`config.mk`:
```
export PLATFORM = sky130hd
export DESIGN_NAME = ctc_continuous_trigger
export DESIGN_NICKNAME = d
export VERILOG_FILES = /design/src/ctc_pkg.sv /design/src/ctc_continuous_trigger.sv
export SDC_FILE = /design/constraint.sdc
export NUM_CORES = 1
export LEC_CHECK = 0
export BUFFER_PORTS_ARGS = -buffer_cell sky130_fd_sc_hd__buf_2
export CAP_MARGIN = 30
export CELL_PAD_IN_SITES_DETAIL_PLACEMENT = 1
export CELL_PAD_IN_SITES_GLOBAL_PLACEMENT = 1
export CORE_UTILIZATION = 35
export CTS_BUF_LIST = sky130_fd_sc_hd__clkbuf_4 sky130_fd_sc_hd__clkbuf_8
export DETAILED_ROUTE_END_ITERATION = 8
export GPL_TIMING_DRIVEN = 0
export PLACE_DENSITY_LB_ADDON = 0.1
export SLEW_MARGIN = 10
export SYNTH_ARGS = -nofsm -noshare
export SYNTH_HDL_FRONTEND = slang
export SYNTH_SLANG_ARGS = --single-unit
```
`constraint.sdc`:
```
create_clock -name clk_sys -period 1.65 [get_ports clk_sys]
set_clock_uncertainty 0.2 [all_clocks]
set_input_delay 0.0825 -clock clk_sys [delete_from_list [all_inputs] [get_ports clk_sys]]
set_output_delay 0.0825 -clock clk_sys [all_outputs]
set_load 0.005 [all_outputs]
```
`src/ctc_pkg.sv`:
```
// package for the continuous trigger control block: constants, types, commands
// assumes a single 100 MHz clock and a synchronous active-high reset
// Function
// - setting value 1/ON enables, 0/OFF disables
// - query reports current setting as ON/OFF
// - enabled setting returns to trigger wait
// - enabled plus immediate source triggers at once
// - disabled setting ends measurement in idle
// - idle ignores every trigger event
// - arm command moves idle to trigger wait
// - leaving remote forces setting enabled
// - key, bus trigger equal external trigger
// - only remote commands may disable setting
// - disabled, immediate: arm gives one measurement
`default_nettype none

package ctc_pkg;

    // ==========================================
    // setting encodings and reset values
    localparam logic CTC_SET_ON = 1'h1;
    localparam logic CTC_SET_OFF = 1'h0;
    localparam logic CTC_SET_RST = CTC_SET_ON;
    localparam logic CTC_SRC_IMM = 1'h0;
    localparam logic CTC_SRC_EXT = 1'h1;

    // ==========================================
    // host command codes
    typedef enum logic [1:0]
    {
        CTC_CMD_SET = 2'h0,
        CTC_CMD_QUERY = 2'h1,
        CTC_CMD_ARM = 2'h2,
        CTC_CMD_NONE = 2'h3
    } ctc_cmd_t;

    // ==========================================
    // trigger logic states
    typedef enum logic [1:0]
    {
        CTC_ST_IDLE = 2'h0,
        CTC_ST_WAIT = 2'h1,
        CTC_ST_MEAS = 2'h2
    } ctc_state_t;

    // command strobe from the remote interface
    typedef struct packed
    {
        logic valid;
        ctc_cmd_t cmd;
        logic value;
    } ctc_req_t;

    // trigger sources that all count as an external trigger
    typedef struct packed
    {
        logic pin_trig;
        logic key_trig;
        logic bus_trig;
    } ctc_trig_t;

endpackage

`default_nettype wire
```
`src/ctc_continuous_trigger.sv`:
```
// continuous trigger control: re-arm setting, arm command and trigger state
// assumes host command decoder and measurement engine on the same clock;
// the trigger pin arrives asynchronously and is synchronised here
`default_nettype none

module ctc_continuous_trigger
    import ctc_pkg::*;
(
    // clock and reset
    input wire logic clk_sys,
    input wire logic rst,
    // host commands
    input wire ctc_req_t req,
    input wire logic remote_active,
    input wire logic trig_source,
    // triggers
    input wire logic trig_pin,
    input wire logic key_trig,
    input wire logic bus_trig,
    // measurement engine
    input wire logic meas_done,
    // results
    output logic meas_start,
    output logic rearm_after_measure_setting,
    output logic query_valid,
    output logic query_on,
    output logic trig_idle,
    output logic trig_waiting
);

    // ==========================================
    // trigger pin synchroniser
    logic [2:0] pin_sync_r;
    logic [2:0] pin_sync_nxt;
    logic pin_level_r;
    logic pin_level_nxt;
    logic pin_edge;

    always_comb
    begin
        pin_sync_nxt = {pin_sync_r[1:0], trig_pin};
        pin_level_nxt = pin_level_r;
        if (pin_sync_r[1] == pin_sync_r[2])
        begin
            pin_level_nxt = pin_sync_r[2];
        end
    end

    assign pin_edge = pin_level_nxt & ~pin_level_r;

    always_ff @(posedge clk_sys)
    begin
        if (rst)
        begin
            pin_sync_r <= 3'h0;
            pin_level_r <= 1'h0;
        end
        else
        begin
            pin_sync_r <= pin_sync_nxt;
            pin_level_r <= pin_level_nxt;
        end
    end

    // ==========================================
    // setting, state and outputs
    ctc_state_t state_r;
    ctc_state_t state_nxt;
    logic setting_r;
    logic setting_nxt;
    logic remote_r;
    logic start_r;
    logic start_nxt;
    logic qv_r;
    logic qv_nxt;
    logic qon_r;
    logic qon_nxt;
    logic ext_trig;
    logic arm;
    logic fire;

    assign ext_trig = pin_edge | key_trig | bus_trig;
    assign arm = req.valid && (req.cmd == CTC_CMD_ARM);
    assign fire = (trig_source == CTC_SRC_IMM) || ext_trig;

    always_comb
    begin
        setting_nxt = setting_r;
        state_nxt = state_r;
        start_nxt = 1'h0;
        qv_nxt = 1'h0;
        qon_nxt = qon_r;
        if (req.valid && (req.cmd == CTC_CMD_SET) && remote_active)
        begin
            setting_nxt = (req.value == CTC_SET_ON);
        end
        if (remote_r && !remote_active)
        begin
            setting_nxt = CTC_SET_ON;
        end
        if (req.valid && (req.cmd == CTC_CMD_QUERY))
        begin
            qv_nxt = 1'h1;
            qon_nxt = setting_r;
        end
        case (state_r)
            CTC_ST_IDLE:
            begin
                if (arm)
                begin
                    state_nxt = CTC_ST_WAIT;
                end
            end
            CTC_ST_WAIT:
            begin
                if (fire)
                begin
                    state_nxt = CTC_ST_MEAS;
                    start_nxt = 1'h1;
                end
            end
            CTC_ST_MEAS:
            begin
                if (meas_done)
                begin
                    state_nxt = setting_r ? CTC_ST_WAIT : CTC_ST_IDLE;
                end
            end
            default:
            begin
                state_nxt = CTC_ST_WAIT;
            end
        endcase
    end

    always_ff @(posedge clk_sys)
    begin
        if (rst)
        begin
            setting_r <= CTC_SET_RST;
            state_r <= CTC_ST_WAIT;
            remote_r <= 1'h0;
            start_r <= 1'h0;
            qv_r <= 1'h0;
            qon_r <= 1'h0;
        end
        else
        begin
            setting_r <= setting_nxt;
            state_r <= state_nxt;
            remote_r <= remote_active;
            start_r <= start_nxt;
            qv_r <= qv_nxt;
            qon_r <= qon_nxt;
        end
    end

    // ==========================================
    // outputs straight from flip-flops
    logic idle_r;
    logic wait_r;

    always_ff @(posedge clk_sys)
    begin
        if (rst)
        begin
            idle_r <= 1'h0;
            wait_r <= 1'h1;
        end
        else
        begin
            idle_r <= (state_nxt == CTC_ST_IDLE);
            wait_r <= (state_nxt == CTC_ST_WAIT);
        end
    end

    assign meas_start = start_r;
    assign rearm_after_measure_setting = setting_r;
    assign query_valid = qv_r;
    assign query_on = qon_r;
    assign trig_idle = idle_r;
    assign trig_waiting = wait_r;
endmodule

`default_nettype wire

```
==> key figures <==
Outcome
  • Status: finished, final reports clean

Cells and area
  • Nets: 92
  • Synth-to-layout area growth: 51.4%
  • Most frequent cells in the layout: buf_2 (18), dlygate4sd3_1 (11), dfxtp_1 (11), nor2_1 (5)
  • Most common cell after layout, fill and taps aside: buf_2
  • N_diodes: 0
  • Util after Layout: a little over 60%
  • Layout cells sized above 1: between 30% and 40%

STA
  • Min cycle time layout: between 1.5 and 2 ns
  • Slew Limit Headroom: between 60% and 70%
  • Worst Tran Pin Value: roughly 0.57 ns
  • Share of the cycle needed by the critical path after routing: ~94%
  • Setup TNS: 0 ns
  • Final Max Tran Viols: 0
  • Fmax: about 650 MHz
  • RSZ-0062 raised after global routing: no
  • Worst setup margin: between 0.1 and 0.15 ns
  • Final Setup Violations: 0
  • Hold WS: between 0.01 and 0.015 ns
  • Hold Violations, Final: 0

Clocking
  • Clock Latency Late Sink: roughly 0.28 ns
  • Total CTS buffers: 3
  • Post-CTS setup buffer count: 0
  • CTS tree: built
  • Level count of the clock H-tree: 1
  • Worst-path clk slew: 0.08 ns
  • Root Buffer: clkbuf_4
  • CTS sink count: 13
  • Max clock buf depth: 2

GRT
  • First-pass GRT wire length: 1.81 mm
  • Initial antenna violation count: 0
  • Overall Global Routing Usage: between 15 and 20%
  • Largest net degree at the start of global routing: 11
  • GRT overflow: 0
  • Vias in the first global route: 453

Placed design
  • DP HPWL: 738 um
  • Port Buffers: 17
  • Post-Place Worst Slack: approximately 0.28 ns
  • Placer Congestion: between 0.5 and 0.6

Route
  • Vias: between 400 and 500
  • DR vias/cell: 5.00
  • Post-DRT Antenna Nets: 0
  • Violation count after the first detailed-routing iteration: 3
  • DR pass1 iterations: 2
  • Post-DR wirelength/cell: 12.2 um
  • Drt drc: 0
  • Routed WL: between 1 and 1.5 mm

Critical path
  • Worst reg2reg path endpoint: state_r[0]
  • Slowest cell on the critical path: dlygate4sd3_1
  • Reg2reg setup slack: 0.11 ns
  • Reg2reg start: pin_level_r
  • CP max FO: 2
  • Worst r2r path cells: 4
  • Crit path required time: roughly 1.6 ns
  • CP Class: reg2reg
  • CP Launch Type: flop
  • Critical path's largest stage delay: around 0.57 ns
  • Crit end category: flop
  • Crit path DAT: around 1.5 ns
  • Critical path cell sequence: nand3b_1 -> nand4_1 -> dlygate4sd3_1 -> a21oi_1

Pwr
  • Leak: between 0.3 and 0.4 nW
  • Final Power: roughly 0.65 mW
  • Pwr Density: roughly 900 nW/um^2
  • VDD IR max: roughly 0.0005 V

Floorplan
  • Initial Utilization: 40.2%
  • Ports: 18
  • Die height: just under 40 um
  • Die X: 38.9 um
  • Core area: 1190 um^2
  • # rows: 12
  • Die ar.: between 1500 and 2000 um^2

Synth
  • Synth Flop Type: dfxtp_1
  • Yosys cell types: 20
  • Post-synthesis xor/xnor area fraction: 0%
  • Synth Register Bits: 13
  • Mapped cell area: roughly 480 um^2
  • Net Count, Synth: between 50 and 60
  • Synth area leader: dfxtp_1
  • Mapped Cells: 47
  • Ys async rst share: 0%
  • Synth Area in Compound Gates: between 10% and 20%
  • Register area share after synthesis: a little over half
  • Largest family of logic cells by synthesized area: simple AND/OR/NAND/NOR gates
  • Avg Cell Area, Syn: 10.1 um^2
  • Synth Area in Simple Gates: between 20% and 30%
  • Synthesis Warnings: 0
  • Top cell type's share of synthesized area: about 55%
  • Ranking of synthesized cells by area: dfxtp_1 (55%), nand3b_1 (4.7%), a21oi_1 (4.2%), mux2i_1 (4.2%), nor2_1 (3.9%)
  • EDFF count, synth: 0
  • Post-synthesis adder-cell area fraction: 0%
  • Mux contribution to synthesized area: under 10%

Hold path
  • Worst Hold End: query_on
  • Worst Hold Depth: 4
  • HP Start: req[2]
  • Hold Path Class: in2reg

Flow run
  • Maxcap violations: 0
==> synth_stat cells, drive strengths merged, types with 2 or more instances <==
cell	count
nand2	2
dfxtp	13
nand3b	3
inv	2
nor2	5
mux2i	2
a21oi	4
nor3	2
nor2b	3
==> metrics by stage <==
step / std cells / cell area, um^2
2_1_floorplan: 47 / 477
3_3_place_gp: 78 / 579
3_5_place_dp: 78 / 579
4_1_cts: 93 / 719
5_1_grt: 93 / 722
6_report: 93 / 722
==> where the power goes <==
group / switching, mW / total (mW) / internal, mW
clock network: 0.103 / 0.213 / 0.110
logic: 0.0320 / 0.0858 / 0.0537
registers: 0.0155 / 0.351 / 0.336
total: 0.150 / 0.650 / 0.500
==> routing by layer <==
| metal | vias up | GRT usage (%) | routed length (um) |
|---|---|---|---|
| li1 | 231 | - | - |
| met1 | 217 | 18.5 | 465 |
| met2 | 12 | 31.3 | 581 |
| met3 | 5 | 10.4 | 58 |
| met4 | 0 | 12.9 | 30 |
| met5 | - | 0 | 0 |
==> worst max-delay path: cells and delay by family (launching register included) <==
kind / cells / cell delay, ns
buffers and inverters: 1 / 0.57
flip-flops: 1 / 0.31
AND/OR/NAND/NOR: 2 / 0.27
AO/OA/AOI/OAI: 1 / 0.06
==> timing repair <==
action | in CTS | in global routing
endpoints found under the setup margin | 0 | 1
hold buffers | 11 | 0
hold endpoints to repair | 8 | 0
gates resized for setup | 0 | 2
==> layout make-up <==
cell class | count | area [um^2]
clock buffers | 4 | 30.0
plain buffers | 1 | 5.00
flip-flops and latches | 13 | 263
fillers | 144 | 464
inverters | 2 | 7.51
well taps | 14 | 17.5
multi-input cells | 31 | 204
repair buffers | 28 | 195
==> how the worst max path moves through the flow <==
stage                  startpoint           end  cells after the start
global placement       state_r[0]    state_r[0]                      2
CTS                 pin_sync_r[1]    state_r[0]                      4
finish                pin_level_r    state_r[0]                      4
detailed placement     state_r[0]  trig_waiting                      2
floorplan              state_r[0]    state_r[0]                      2
global route          pin_level_r  trig_waiting                      4
==> registers in the layout, indices dropped and copies added (netlist names) <==
| register | count |
|---|---|
| trig_waiting | 1 |
| trig_idle | 1 |
| pin_sync_r | 3 |
| pin_level_r | 1 |
| remote_r | 1 |
| query_on | 1 |
| meas_start | 1 |
| query_valid | 1 |
| rearm_after_measure_setting | 1 |
| state_r | 2 |
==> cell families (layout without fill, tap and decap cells) <==
group | count (synthesis) | count (layout)
AOI/OAI and AO/OA | 8 | 8
buffers and inverters | 3 | 35
and+or+nand+nor | 21 | 21
muxes | 2 | 2
DFF | 13 | 13
Power figures use the tool's default switching activity.
